## src/design/pcub_pkg.sv

```systemverilog
// Package of constants and types for the configuration unlock bank
package pcub_pkg;
   localparam int unsigned PCUB_AW = 10;
   localparam logic [9:0] PCUB_KEY_PRI_ADDR = 10'h2fa;
   localparam logic [9:0] PCUB_KEY_SEC_ADDR = 10'h3fa;
   localparam logic [7:0] PCUB_KEY_1 = 8'h55;
   localparam logic [7:0] PCUB_KEY_2 = 8'haa;
   localparam logic [7:0] PCUB_KEY_3 = 8'h36;
   localparam int unsigned PCUB_ADDR_SHIFT = 2;
   localparam logic [3:0] PCUB_REG_CFG0 = 4'h0;
   localparam logic [3:0] PCUB_REG_CFG1 = 4'h1;
   localparam logic [3:0] PCUB_REG_CFG2 = 4'h2;
   localparam logic [3:0] PCUB_REG_SERIAL = 4'h4;
   localparam logic [3:0] PCUB_REG_PARALLEL = 4'h6;
   localparam logic [3:0] PCUB_REG_GENSEL = 4'h9;
   localparam logic [3:0] PCUB_REG_CFGA = 4'ha;
   localparam logic [3:0] PCUB_REG_POLARITY = 4'hb;
   localparam logic [3:0] PCUB_REG_CFGC = 4'hc;
   localparam logic [3:0] PCUB_REG_POINTER = 4'hd;
   localparam logic [3:0] PCUB_REG_CFGE = 4'he;
   localparam logic [3:0] PCUB_REG_EXIT = 4'hf;
   localparam logic [7:0] PCUB_RST_CFG0 = 8'h0c;
   localparam logic [7:0] PCUB_RST_CFG1 = 8'h00;
   localparam logic [7:0] PCUB_RST_CFG2 = 8'h00;
   localparam logic [7:0] PCUB_RST_SERIAL = 8'hfe;
   localparam logic [7:0] PCUB_RST_PARALLEL = 8'h9e;
   localparam logic [7:0] PCUB_RST_GENSEL = 8'hb0;
   localparam logic [7:0] PCUB_RST_CFGA = 8'h00;
   localparam logic [7:0] PCUB_RST_POLARITY = 8'h00;
   localparam logic [7:0] PCUB_RST_CFGC = 8'ha0;
   localparam logic [7:0] PCUB_RST_POINTER = 8'h00;
   localparam logic [7:0] PCUB_RST_CFGE = 8'h00;
   localparam logic [7:0] PCUB_RST_OTHER = 8'h00;
   localparam int unsigned PCUB_BIT_PP_MODE = 6;
   localparam int unsigned PCUB_BIT_RST_CTL = 7;
   localparam int unsigned PCUB_BIT_POL_PTR = 7;
   localparam int unsigned PCUB_BIT_POL_FDC = 6;
   localparam int unsigned PCUB_BIT_POL_SER = 5;
   localparam int unsigned PCUB_BIT_POL_PAR = 4;
   localparam logic [7:0] PCUB_POL_ACTIVE_LOW = 8'hd0;
   // Host command port registers
   localparam logic [3:0] PCUB_HOST_CTRL = 4'h0;
   localparam logic [3:0] PCUB_HOST_INDEX = 4'h1;
   localparam logic [3:0] PCUB_HOST_DATA = 4'h2;
   localparam logic [3:0] PCUB_HOST_STATUS = 4'h3;
   localparam int unsigned PCUB_CTRL_ENTER = 0;
   localparam int unsigned PCUB_CTRL_WRITE = 1;
   localparam int unsigned PCUB_CTRL_EXIT = 2;
   localparam logic [9:0] PCUB_RST_HOST_INDEX = 10'h390;
   typedef enum logic [5:0] {
      PCUB_DS_IDLE = 6'b000001,
      PCUB_DS_K1 = 6'b000010,
      PCUB_DS_K2 = 6'b000100,
      PCUB_DS_K3 = 6'b001000,
      PCUB_DS_K4 = 6'b010000,
      PCUB_DS_CFG = 6'b100000
   } pcub_dev_state_e;
endpackage

```

## src/design/pcub_if.sv

```systemverilog
// Interface of the 8-bit I/O write bus between host and device
interface pcub_if;
   logic [9:0] addr;
   logic [7:0] wdata;
   logic wr;
   modport dev (input addr, input wdata, input wr);
   modport host (output addr, output wdata, output wr);
endinterface

```

## src/design/pcub_dev.sv

```systemverilog
// Device end: unlock sequence and sixteen configuration registers
// Overview of operation
// - Host writes 55, AA, 36 keys in order
// - Then address/4 and its complement set index
// - Any deviating write returns sequence to idle
// - Index at even address, data next address
// - Low four index bits select register
// - Pointer write then data write stores register
// - Data write to register fifteen leaves mode
// - Registers ignore reset, default at power-up
// - Parallel and pointer bases multiplied by four
// - Register 1 bit 6 selects parallel mode
// - Register 1 bit 7 selects serial reset
// - Register B bits 7,6,4 set polarities
// - Host keeps register B bit 5 zero
// - Host programs polarities active low
// - Index address lies in 10-bit I/O region
//
// Strobed register access was left to the implementer.
module pcub_dev
   import pcub_pkg::*;
(
   input wire logic sys_clk_i,
   input wire logic rst_n_i,
   input wire logic pwr_on_n_i,
   pcub_if.dev bus,
   output logic cfg_mode_o,
   output logic [9:0] index_addr_o,
   output logic [9:0] parallel_base_o,
   output logic [9:0] pointer_base_o,
   output logic [9:0] serial_base_o,
   output logic pp_bidir_o,
   output logic serial_rst_ctl_o,
   output logic pol_pointer_low_o,
   output logic pol_floppy_low_o,
   output logic pol_parallel_low_o,
   output logic [127:0] cfg_regs_o
);
   typedef struct packed {
      pcub_dev_state_e st;
      logic [7:0] key;
      logic [9:0] idx_addr;
      logic [3:0] ptr;
   } pcub_ctl_s;
   typedef struct packed {
      logic [15:0][7:0] r;
   } pcub_bank_s;

   // Power-up contents of the bank, entry 15 first
   localparam pcub_bank_s BANK_RST = '{r: '{
      PCUB_RST_OTHER,
      PCUB_RST_CFGE,
      PCUB_RST_POINTER,
      PCUB_RST_CFGC,
      PCUB_RST_POLARITY,
      PCUB_RST_CFGA,
      PCUB_RST_GENSEL,
      PCUB_RST_OTHER,
      PCUB_RST_OTHER,
      PCUB_RST_PARALLEL,
      PCUB_RST_OTHER,
      PCUB_RST_SERIAL,
      PCUB_RST_OTHER,
      PCUB_RST_CFG2,
      PCUB_RST_CFG1,
      PCUB_RST_CFG0
   }};

   pcub_ctl_s c_q, c_d;
   pcub_bank_s b_q, b_d;
   logic hit_idx, hit_dat;
   logic [15:0] lane_wr;

   // Port hits only count while the bank is unlocked
   assign hit_idx = bus.wr && c_q.st == PCUB_DS_CFG &&
      bus.addr == c_q.idx_addr;
   assign hit_dat = bus.wr && c_q.st == PCUB_DS_CFG &&
      bus.addr == (c_q.idx_addr | 10'h001);

   // One write enable per bank entry; entry 15 is never stored
   for (genvar g = 0; g < 16; g++) begin : g_lane
      assign lane_wr[g] = hit_dat && c_q.ptr == 4'(g) &&
         c_q.ptr != PCUB_REG_EXIT;
   end

   always_comb begin
      c_d = c_q;
      b_d = b_q;
      // Bank entries take the data byte on their own enable
      for (int i = 0; i < 16; i++) begin
         if (lane_wr[i]) begin
            b_d.r[i] = bus.wdata;
         end
      end
      // Key sequence; any other write drops back to idle
      if (bus.wr) begin
         unique case (c_q.st)
            PCUB_DS_IDLE: begin
               if (bus.addr == PCUB_KEY_PRI_ADDR && bus.wdata == PCUB_KEY_1) begin
                  c_d.st = PCUB_DS_K1;
               end
            end
            // Fixed key bytes in order
            PCUB_DS_K1: begin
               c_d.st = (bus.addr == PCUB_KEY_SEC_ADDR && bus.wdata == PCUB_KEY_2) ?
                  PCUB_DS_K2 : PCUB_DS_IDLE;
            end
            PCUB_DS_K2: begin
               c_d.st = (bus.addr == PCUB_KEY_SEC_ADDR && bus.wdata == PCUB_KEY_3) ?
                  PCUB_DS_K3 : PCUB_DS_IDLE;
            end
            // Index address byte, then its complement
            PCUB_DS_K3: begin
               if (bus.addr == PCUB_KEY_SEC_ADDR) begin
                  c_d.st = PCUB_DS_K4;
                  c_d.key = bus.wdata;
               end else begin
                  c_d.st = PCUB_DS_IDLE;
               end
            end
            PCUB_DS_K4: begin
               if (bus.addr == PCUB_KEY_PRI_ADDR && bus.wdata == ~c_q.key) begin
                  c_d.st = PCUB_DS_CFG;
                  c_d.idx_addr = {c_q.key, 2'b00};
                  c_d.ptr = 4'h0;
               end else begin
                  c_d.st = PCUB_DS_IDLE;
               end
            end
            // Unlocked: pointer then data, exit on entry 15
            PCUB_DS_CFG: begin
               if (hit_idx) begin
                  c_d.ptr = bus.wdata[3:0];
               end else if (hit_dat && c_q.ptr == PCUB_REG_EXIT) begin
                  c_d.st = PCUB_DS_IDLE;
               end
            end
         endcase
      end
   end

   // Control state follows system reset
   always_ff @(posedge sys_clk_i or negedge rst_n_i) begin
      if (!rst_n_i) begin
         c_q <= '{st: PCUB_DS_IDLE, key: 8'h00,
            idx_addr: 10'h000, ptr: 4'h0};
      end else begin
         c_q <= c_d;
      end
   end

   // Bank is loaded with its defaults only by power-up
   always_ff @(posedge sys_clk_i or negedge pwr_on_n_i) begin
      if (!pwr_on_n_i) begin
         b_q <= BANK_RST;
      end else begin
         b_q <= b_d;
      end
   end

   // Base addresses, registered from the next bank value
   always_ff @(posedge sys_clk_i or negedge pwr_on_n_i) begin
      if (!pwr_on_n_i) begin
         parallel_base_o <= {BANK_RST.r[PCUB_REG_PARALLEL], 2'b00};
         pointer_base_o <= {BANK_RST.r[PCUB_REG_POINTER], 2'b00};
         serial_base_o <= {BANK_RST.r[PCUB_REG_SERIAL], 2'b00};
      end else begin
         parallel_base_o <= {b_d.r[PCUB_REG_PARALLEL], 2'b00};
         pointer_base_o <= {b_d.r[PCUB_REG_POINTER], 2'b00};
         serial_base_o <= {b_d.r[PCUB_REG_SERIAL], 2'b00};
      end
   end

   // Mode and polarity bits, power-up values while held
   always_ff @(posedge sys_clk_i or negedge pwr_on_n_i) begin
      if (!pwr_on_n_i) begin
         pp_bidir_o <= BANK_RST.r[PCUB_REG_CFG1][PCUB_BIT_PP_MODE];
         serial_rst_ctl_o <= BANK_RST.r[PCUB_REG_CFG1][PCUB_BIT_RST_CTL];
         pol_pointer_low_o <= BANK_RST.r[PCUB_REG_POLARITY][PCUB_BIT_POL_PTR];
         pol_floppy_low_o <= BANK_RST.r[PCUB_REG_POLARITY][PCUB_BIT_POL_FDC];
         pol_parallel_low_o <= BANK_RST.r[PCUB_REG_POLARITY][PCUB_BIT_POL_PAR];
      end else begin
         pp_bidir_o <= b_d.r[PCUB_REG_CFG1][PCUB_BIT_PP_MODE];
         serial_rst_ctl_o <= b_d.r[PCUB_REG_CFG1][PCUB_BIT_RST_CTL];
         pol_pointer_low_o <= b_d.r[PCUB_REG_POLARITY][PCUB_BIT_POL_PTR];
         pol_floppy_low_o <= b_d.r[PCUB_REG_POLARITY][PCUB_BIT_POL_FDC];
         pol_parallel_low_o <= b_d.r[PCUB_REG_POLARITY][PCUB_BIT_POL_PAR];
      end
   end

   // Whole bank mirror, shows the defaults while power-up is held
   always_ff @(posedge sys_clk_i or negedge pwr_on_n_i) begin
      if (!pwr_on_n_i) begin
         cfg_regs_o <= BANK_RST;
      end else begin
         cfg_regs_o <= b_d;
      end
   end

   // Mode flag and adopted index address
   always_ff @(posedge sys_clk_i or negedge rst_n_i) begin
      if (!rst_n_i) begin
         cfg_mode_o <= 1'b0;
         index_addr_o <= 10'h000;
      end else begin
         cfg_mode_o <= c_d.st == PCUB_DS_CFG;
         index_addr_o <= c_d.idx_addr;
      end
   end
endmodule

```

## src/flat_wrapper.sv

```systemverilog
// flat-port wrapper written by rule: the top's interface ports become plain ports
module pcub_dev_flat import pcub_pkg::*;
  (sys_clk_i, rst_n_i, pwr_on_n_i, cfg_mode_o, index_addr_o, parallel_base_o, pointer_base_o, serial_base_o, pp_bidir_o, serial_rst_ctl_o, pol_pointer_low_o, pol_floppy_low_o, pol_parallel_low_o, cfg_regs_o, bus_addr, bus_wdata, bus_wr);
  pcub_if bus_i ();
  input wire logic sys_clk_i;
  input wire logic rst_n_i;
  input wire logic pwr_on_n_i;
  output logic cfg_mode_o;
  output logic [9:0] index_addr_o;
  output logic [9:0] parallel_base_o;
  output logic [9:0] pointer_base_o;
  output logic [9:0] serial_base_o;
  output logic pp_bidir_o;
  output logic serial_rst_ctl_o;
  output logic pol_pointer_low_o;
  output logic pol_floppy_low_o;
  output logic pol_parallel_low_o;
  output logic [127:0] cfg_regs_o;
  input wire logic [$bits(bus_i.addr)-1:0] bus_addr;
  input wire logic [$bits(bus_i.wdata)-1:0] bus_wdata;
  input wire logic [$bits(bus_i.wr)-1:0] bus_wr;
  assign bus_i.addr = bus_addr;
  assign bus_i.wdata = bus_wdata;
  assign bus_i.wr = bus_wr;
  pcub_dev u_core (.sys_clk_i(sys_clk_i), .rst_n_i(rst_n_i), .pwr_on_n_i(pwr_on_n_i), .bus(bus_i), .cfg_mode_o(cfg_mode_o), .index_addr_o(index_addr_o), .parallel_base_o(parallel_base_o), .pointer_base_o(pointer_base_o), .serial_base_o(serial_base_o), .pp_bidir_o(pp_bidir_o), .serial_rst_ctl_o(serial_rst_ctl_o), .pol_pointer_low_o(pol_pointer_low_o), .pol_floppy_low_o(pol_floppy_low_o), .pol_parallel_low_o(pol_parallel_low_o), .cfg_regs_o(cfg_regs_o));
endmodule
```

## config.mk

```make
export PLATFORM = sky130hd
export DESIGN_NAME = pcub_dev_flat
export DESIGN_NICKNAME = d
export VERILOG_FILES = /design/src/design/pcub_pkg.sv /design/src/design/pcub_if.sv /design/src/design/pcub_dev.sv /design/src/flat_wrapper.sv
export SDC_FILE = /design/constraint.sdc
export NUM_CORES = 1
export LEC_CHECK = 0
export BUFFER_PORTS_ARGS = -buffer_cell sky130_fd_sc_hd__buf_2
export CORE_MARGIN = 3
export CORE_UTILIZATION = 45
export CTS_CLUSTER_DIAMETER = 120
export DETAILED_ROUTE_END_ITERATION = 8
export GPL_TIMING_DRIVEN = 0
export PLACE_DENSITY = 0.71
export SKIP_CTS_REPAIR_TIMING = 1
export SLEW_MARGIN = 10
export SYNTH_ARGS = -nofsm -noshare
export SYNTH_HDL_FRONTEND = slang
export SYNTH_SLANG_ARGS = --single-unit
export TNS_END_PERCENT = 30
```

## constraint.sdc

```tcl
create_clock -name sys_clk_i -period 3 [get_ports sys_clk_i]
set_input_delay 0.3 -clock sys_clk_i [delete_from_list [all_inputs] [get_ports sys_clk_i]]
set_output_delay 0.3 -clock sys_clk_i [all_outputs]
set_load 0.01 [all_outputs]
```

==> run summary, run 1 <==
======================================================================================================
Count of port buffers added during placement                                                       183
Synthesized area                                                                              6740 µm²
Most used DFF post-synth                                                                  sky130_fd_sc_hd__dfrtp_1
VDD IR-drop max                                                                                 340 µV
Critical path data required time                                                               3300 ps
Routed vias                                                                                       4581
Die span in y                                                                                   128 µm
Remaining max-slew budget at the tightest pin                                                    46.8%
Post-synthesis cell type with the largest combined area                                   sky130_fd_sc_hd__dfrtp_1
Via count of the first global-routing pass                                                        4815
Worst Path Max Fanout                                                                                8
Setup repair after global routing missed its margin                                                yes
Status                                                                                    finished clean
Final critical-path required period                                                            2870 ps
Maximum capacitance violations                                                                       0
Per-instance average area after synthesis                                                     13.6 µm²
Worst-case clock skew                                                                          8.96 ps
Startpoint type of the worst setup path                                                       register
Max clock buf depth                                                                                  2
Worst path arrival time                                                                        3170 ps
Worst min-delay path class                                                                primary input to register
Cell leakage power                                                                             4.80 nW
Maximum number of pins on one net before global-route repair                                        75
Relative area change from synthesis to final layout                                              27.5%
Asr flop ratio synth                                                                              100%
Antenna Nets Post-Route                                                                              0
Number of diodes                                                                                     0
Routed len/inst                                                                                18.6 µm
FP Rows                                                                                             44
EDFF count, synth                                                                                    0
Number of remaining DRC errors                                                                       0
PD cells                                                                                    524 nW/µm²
Clock transition at the register clock pins on the worst setup and hold paths after CTS          60 ps
Clk sinks                                                                                          155
Crit end category                                                                             register
Dominant cell by count in the synthesized netlist                                         sky130_fd_sc_hd__dfrtp_1
Count of boundary I/O pins                                                                         196
Core area                                                                                    14600 µm²
Global-route wire length before repair                                                         26.3 mm
Routability congestion estimate from global placement                                            0.887
Insertion delay of the later-clocked pin in the worst-skew pair                                 420 ps
Final Setup Violations                                                                               0
Final Hold Violating Endpoints                                                                       0
Cell types with the largest area share after synthesis                                    sky130_fd_sc_hd__dfrtp_1, sky130_fd_sc_hd__mux2_2, sky130_fd_sc_hd__dfstp_2
Clock tree from TritonCTS                                                                         done
Pwr Total                                                                                    0.00451 W
Class of the most critical setup path                                                     register to register
# nets final                                                                                       730
Die footprint                                                                                16500 µm²
Number of violations reported at the end of detailed-routing iteration 0                           207
Number of antenna violations at the first check in global routing                                    0
Area of placed instances                                                                      7950 µm²
Die width                                                                                       128 µm
Detailed Route WL                                                                              16.8 mm
Measured slew at the worst slew-check pin                                                       798 ps
Fraction of the yosys area taken by sequential cells                                             57.9%
Overflow left after global routing                                                                   0
H-tree levels                                                                                        4
Maximum clock rate                                                                             348 MHz
Sum of negative setup slack                                                                       0 ps
Starting density of the core                                                                     46.2%
Final clock period utilization by the worst path                                                 95.8%
Most frequent cells after synthesis                                                       sky130_fd_sc_hd__dfrtp_1, sky130_fd_sc_hd__mux2_2, sky130_fd_sc_hd__buf_4
Post-route cell area                                                                          8590 µm²
Share of final-layout standard cells stronger than drive strength 1                              59.4%
Utilization after layout                                                                         58.9%
Total CTS buffers                                                                                   17
Register bit total from synthesis                                                                  155
DRT Pass-1 Iters                                                                                     6
Ratio of routed vias to standard cells                                                            5.06
Filler cell count in the final layout                                                             1167
Distinct cell type count of the synthesized netlist                                                 44
Total global routing track utilization                                                           20.8%
Number of slew-limit violations in the final report                                                  0
Total half-perimeter wirelength after legalization and detailed placement                      11.9 mm
Fraction of post-synthesis cell area in the top cell type by area                                50.1%
Synthesis Warnings                                                                                   0
Cells after synthesis                                                                              496
Clock Root Buffer                                                                         sky130_fd_sc_hd__clkbuf_16
======================================================================================================
[logic make-up after synthesis]
family	share of synthesized area, %
XOR/XNOR	2.21
AO/OA/AOI/OAI	1.28
multiplexers	23.5
buffers and inverters	6.85
flip-flops	57.9
AND/OR/NAND/NOR	8.24
other	0.0556
[state kept, by name, summed over array words and instances (netlist names)]
signal and cells:
u_core.c_q 26, u_core.b_q 106, u_core.cfg_mode_o 1, u_core.cfg_regs_o 22
[per-layer routing]
metal | GRT usage [%] | part of all wire [%] | vias up
li1 | - | - | 2096
met1 | 26.8 | 43 | 2300
met2 | 33.6 | 49 | 166
met3 | 6.27 | 6.7 | 19
met4 | 7.24 | 1.6 | 0
met5 | 0 | 0 | -
[layout make-up]
type                            count  area, µm²  area share, %
Clock inverter                     10        114           1.32
Sequential cell                   155       3900           45.4
Clock buffer                       22        494           5.75
Inverter                            6       22.5          0.262
Multi-Input combinational cell    270       2420           28.2
Timing Repair Buffer              186        970           11.3
Buffer                             72        439           5.11
Tap cell                          184        230           2.68
[path summary, 6_finish.rpt]
path                                 startpoint                      to  slack (ps)  cells past startpoint
worst min-delay path                     bus_wr          u_core.c_q[25]         260                      3
worst max register to register   u_core.c_q[25]          u_core.b_q[54]         130                      7
max in group asynchronous            pwr_on_n_i  u_core.cfg_regs_o[103]        1820                      3
min in group asynchronous            pwr_on_n_i          u_core.b_q[54]         420                      2
worst min register to register  u_core.b_q[123]         u_core.b_q[123]         450                      1
worst max-delay path             u_core.c_q[25]          u_core.b_q[54]         130                      7
[critical path, cell delays in order (launching register included)]
cell and delay, ps:
sky130_fd_sc_hd__dfrtp_1 460, sky130_fd_sc_hd__nor4_2 430, sky130_fd_sc_hd__nand3b_2 190, sky130_fd_sc_hd__nor4_2 410, sky130_fd_sc_hd__and2_1 220, sky130_fd_sc_hd__nand2_1 220
sky130_fd_sc_hd__nor2_2 430, sky130_fd_sc_hd__mux2_2 390
[cell usage in the layout (no fill, tap or decap), types with 4 or more instances in the layout]
cell type,Yosys,layout
sky130_fd_sc_hd__buf_2,0,182
sky130_fd_sc_hd__buf_4,45,45
sky130_fd_sc_hd__clkbuf_1,27,27
sky130_fd_sc_hd__clkbuf_16,0,17
sky130_fd_sc_hd__clkbuf_8,0,5
sky130_fd_sc_hd__clkinvlp_4,0,4
sky130_fd_sc_hd__conb_1,1,8
sky130_fd_sc_hd__dfrtp_1,135,135
sky130_fd_sc_hd__dfstp_2,20,20
sky130_fd_sc_hd__inv_1,6,6
sky130_fd_sc_hd__mux2_1,8,8
sky130_fd_sc_hd__mux2_2,128,128
sky130_fd_sc_hd__mux2i_1,5,5
sky130_fd_sc_hd__nand2_1,14,14
sky130_fd_sc_hd__nand3_1,9,9
sky130_fd_sc_hd__nand4_1,4,4
sky130_fd_sc_hd__nor2_1,14,14
sky130_fd_sc_hd__nor2_2,11,10
sky130_fd_sc_hd__nor2b_1,4,4
sky130_fd_sc_hd__nor3_1,4,4
sky130_fd_sc_hd__nor3_4,2,4
sky130_fd_sc_hd__nor4_1,6,6
sky130_fd_sc_hd__xnor2_1,16,16
[metrics by stage]
step / hold WS [ps] / cells / worst slack [ps]
after global routing: 284 / 905 / -37.7
after CTS: -156 / 903 / 38.0
after floorplan: 4.41 / 503 / 616
final: 262 / 905 / 125
after detailed placement: 296 / 871 / 69.2
after global placement: 337 / 870 / 87.5
[power breakdown]
group,switching (W),total (W),internal [W]
Combinational,0.000156,0.000225,0.0000686
Sequential,0.0000143,0.00212,0.00210
Clock,0.000830,0.00216,0.00133
(Power assumes the default switching activity.)
==> run 2: changes to the inputs <==
--- a/config.mk
+++ b/config.mk
@@ -11,7 +11,7 @@
 export CTS_CLUSTER_DIAMETER = 120
 export DETAILED_ROUTE_END_ITERATION = 8
 export GPL_TIMING_DRIVEN = 0
-export PLACE_DENSITY = 0.71
+export PLACE_DENSITY = 0.77
 export SKIP_CTS_REPAIR_TIMING = 1
 export SLEW_MARGIN = 10
 export SYNTH_ARGS = -nofsm -noshare
==> run summary, run 2 (same netlist as run 1, synthesis figures left out) <==
======================================================================================================
Status                                                                                    finished clean
Final Setup Violations                                                                               0
Number of slew-limit violations in the final report                                                  0
Proportion of power drawn by flip-flops and latches                                              49.1%
Measured slew at the worst slew-check pin                                                       738 ps
Count of port buffers added during placement                                                       183
Final critical-path required period                                                            2820 ps
Non-filler cells, final                                                                            906
Setup slack of the worst register-to-register path                                              180 ps
Depth of the most critical reg-to-reg path                                                           7
Global-route wire length before repair                                                         25.6 mm
Maximum capacitance violations                                                                       0
Die span in y                                                                                   128 µm
Critical path data required time                                                               3300 ps
Filler cell count in the final layout                                                             1169
Most frequent standard cell in the layout excluding fill and tap cells                    sky130_fd_sc_hd__buf_2
Share of final-layout standard cells stronger than drive strength 1                              59.4%
Maximum clock rate                                                                             354 MHz
Detailed Route WL                                                                              16.7 mm
Worst reg2reg path startpoint                                                             u_core.c_q[25]
Total global routing track utilization                                                           20.3%
Worst min-delay path class                                                                primary input to register
Count of boundary I/O pins                                                                         196
Sw Ratio                                                                                         23.5%
Commonest cells after routing, fill and taps aside                                        sky130_fd_sc_hd__buf_2, sky130_fd_sc_hd__dfrtp_1, sky130_fd_sc_hd__mux2_2, sky130_fd_sc_hd__buf_4, sky130_fd_sc_hd__clkbuf_1
Total half-perimeter wirelength after legalization and detailed placement                      12.0 mm
Via count of the first global-routing pass                                                        4802
Total CTS buffers                                                                                   17
Area taken by multi-input logic gates                                                         2420 µm²
Final worst hold slack                                                                          292 ps
Number of antenna violations at the first check in global routing                                    0
Area of placed instances                                                                      7950 µm²
Critical Path, Cell by Cell                                                               nor4_2 -> nand3b_2 -> nor4_4 -> and2_1 -> nand2_1 -> nor2_2 -> mux2_2
Routed len/inst                                                                                18.5 µm
Startpoint type of the worst setup path                                                       register
Max incr delay on CP                                                                            470 ps
Worst path arrival time                                                                        3120 ps
Capturing element of the worst setup path                                                 u_core.b_q[66]
Clock transition at the register clock pins on the worst setup and hold paths after CTS          60 ps
Final clock period utilization by the worst path                                                 94.1%
Total stage count of the critical path                                                               7
Cell leakage power                                                                             4.79 nW
Ratio of routed vias to standard cells                                                            5.13
Relative area change from synthesis to final layout                                              27.0%
# nets final                                                                                       731
Number of cells after detailed placement                                                           871
Worst Path Max Fanout                                                                                8
VDD IR-drop max                                                                                 311 µV
Antenna Nets Post-Route                                                                              0
Sequential Area                                                                               3900 µm²
Starting density of the core                                                                     46.2%
Maximum number of pins on one net before global-route repair                                        97
Max clock buf depth                                                                                  2
Class of the most critical setup path                                                     register to register
Crit end category                                                                             register
Kind of cell adding the most delay to the critical path                                   simple AND/OR/NAND/NOR gates
Final Hold Violating Endpoints                                                                       0
Clk sinks                                                                                          155
Setup repair after global routing missed its margin                                                yes
PD cells                                                                                    504 nW/µm²
Largest register by flop count                                                              u_core.b_q
Worst-path cell with the longest stage delay                                              sky130_fd_sc_hd__dfrtp_1
Relative contribution of combinational cells to total power                                       5.2%
Number of remaining DRC errors                                                                       0
Die footprint                                                                                16500 µm²
Overflow left after global routing                                                                   0
Part of the power in the clock network                                                           45.7%
Largest registers                                                                         u_core.b_q: 106 flops, u_core.c_q: 26 flops, u_core.cfg_regs_o: 22 flops
Routability congestion estimate from global placement                                            0.914
Core area                                                                                    14600 µm²
Worst-case clock skew                                                                          12.6 ps
Number of violations reported at the end of detailed-routing iteration 0                           281
H-tree levels                                                                                        4
Utilization after layout                                                                         58.7%
Number of flip-flops in the largest register                                                       106
Routed vias                                                                                       4652
Number of diodes                                                                                     0
Remaining max-slew budget at the tightest pin                                                    50.7%
DRT Pass-1 Iters                                                                                     5
Internal Power                                                                               0.00330 W
Post-route cell area                                                                          8560 µm²
Beginning of the critical path                                                            u_core.c_q[25]
Die width                                                                                       128 µm
Clock Root Buffer                                                                         sky130_fd_sc_hd__clkbuf_16
Insertion delay of the later-clocked pin in the worst-skew pair                                 420 ps
Destination of the worst register-to-register timing path                                 u_core.b_q[66]
FP Rows                                                                                             44
Clock tree from TritonCTS                                                                         done
Switching power total                                                                        0.00101 W
Buf/Inv on CP                                                                                        0
======================================================================================================
-- run 2: cell count changes in the layout (fill, tap and decap cells not counted) --
| cell | previous run | this run |
|---|---|---|
| sky130_fd_sc_hd__nor2_2 | 10 | 11 |
| sky130_fd_sc_hd__nor4_2 | 2 | 1 |
| sky130_fd_sc_hd__nor2_4 | 1 | 0 |
| sky130_fd_sc_hd__clkbuf_8 | 5 | 3 |
| sky130_fd_sc_hd__inv_6 | 0 | 4 |
| sky130_fd_sc_hd__clkinv_2 | 3 | 4 |
| sky130_fd_sc_hd__clkinvlp_4 | 4 | 3 |
| sky130_fd_sc_hd__bufinv_16 | 2 | 0 |
| sky130_fd_sc_hd__buf_12 | 0 | 1 |
| sky130_fd_sc_hd__nor4_4 | 0 | 1 |
-- run 2: cell type report --
type	instances	area share, %
sequential	155	45.6
multi-input combinational	270	28.3
timing repair buffer	187	11.6
clock buffer	20	5.45
buffer	72	5.13
tap	184	2.69
clock inverter	12	1.01
inverter	6	0.263
-- run 2: routing by layer --
metal	vias up	GRT usage (%)	wire, µm
met4	0	7.74	299
met3	25	6.31	1190
met2	179	34.2	8590
li1	2094	-	-
met5	-	0	0
met1	2354	24.7	6660
-- run 2: worst min-delay path by stage --
stage          cells past startpoint  slack [ps]  startpoint           endpoint
2_1_floorplan                      0           4  pwr_on_n_i      u_core.b_q[0]
3_3_place_gp                       1         330     rst_n_i  u_core.cfg_mode_o
3_5_place_dp                       1         200  pwr_on_n_i     u_core.b_q[58]
4_1_cts                            1        -250  pwr_on_n_i     u_core.b_q[58]
5_1_grt                            3         290      bus_wr     u_core.c_q[25]
6_report                           3         290      bus_wr     u_core.c_q[26]
-- run 2: stage by stage --
| stage | setup slack, ps | setup TNS (ps) | power (W) |
|---|---|---|---|
| final | 178 | 0 | 0.00431 |
| after global routing | -18.5 | -57.2 | 0.00447 |
| after CTS | -2.87 | -2.87 | 0.00435 |
| after detailed placement | 16.2 | 0 | 0.00238 |
| after global placement | 124 | 0 | 0.00236 |
| after floorplan | 616 | 0 | 0.00226 |
-- run 2: power by group through the flow --
stage | logic, W | registers [W] | clock network (W)
3_5_place_dp | 0.000221 | 0.00215 | 0
3_3_place_gp | 0.000208 | 0.00215 | 0
5_1_grt | 0.000248 | 0.00212 | 0.00210
2_1_floorplan | 0.000108 | 0.00215 | 0
4_1_cts | 0.000221 | 0.00212 | 0.00201
6_report | 0.000225 | 0.00212 | 0.00197
-- run 2: tightest hold or removal path, cell delays in order --
cell and delay [ps]:
sky130_fd_sc_hd__buf_2 130, sky130_fd_sc_hd__o21ai_0 90, sky130_fd_sc_hd__a21o_1 150
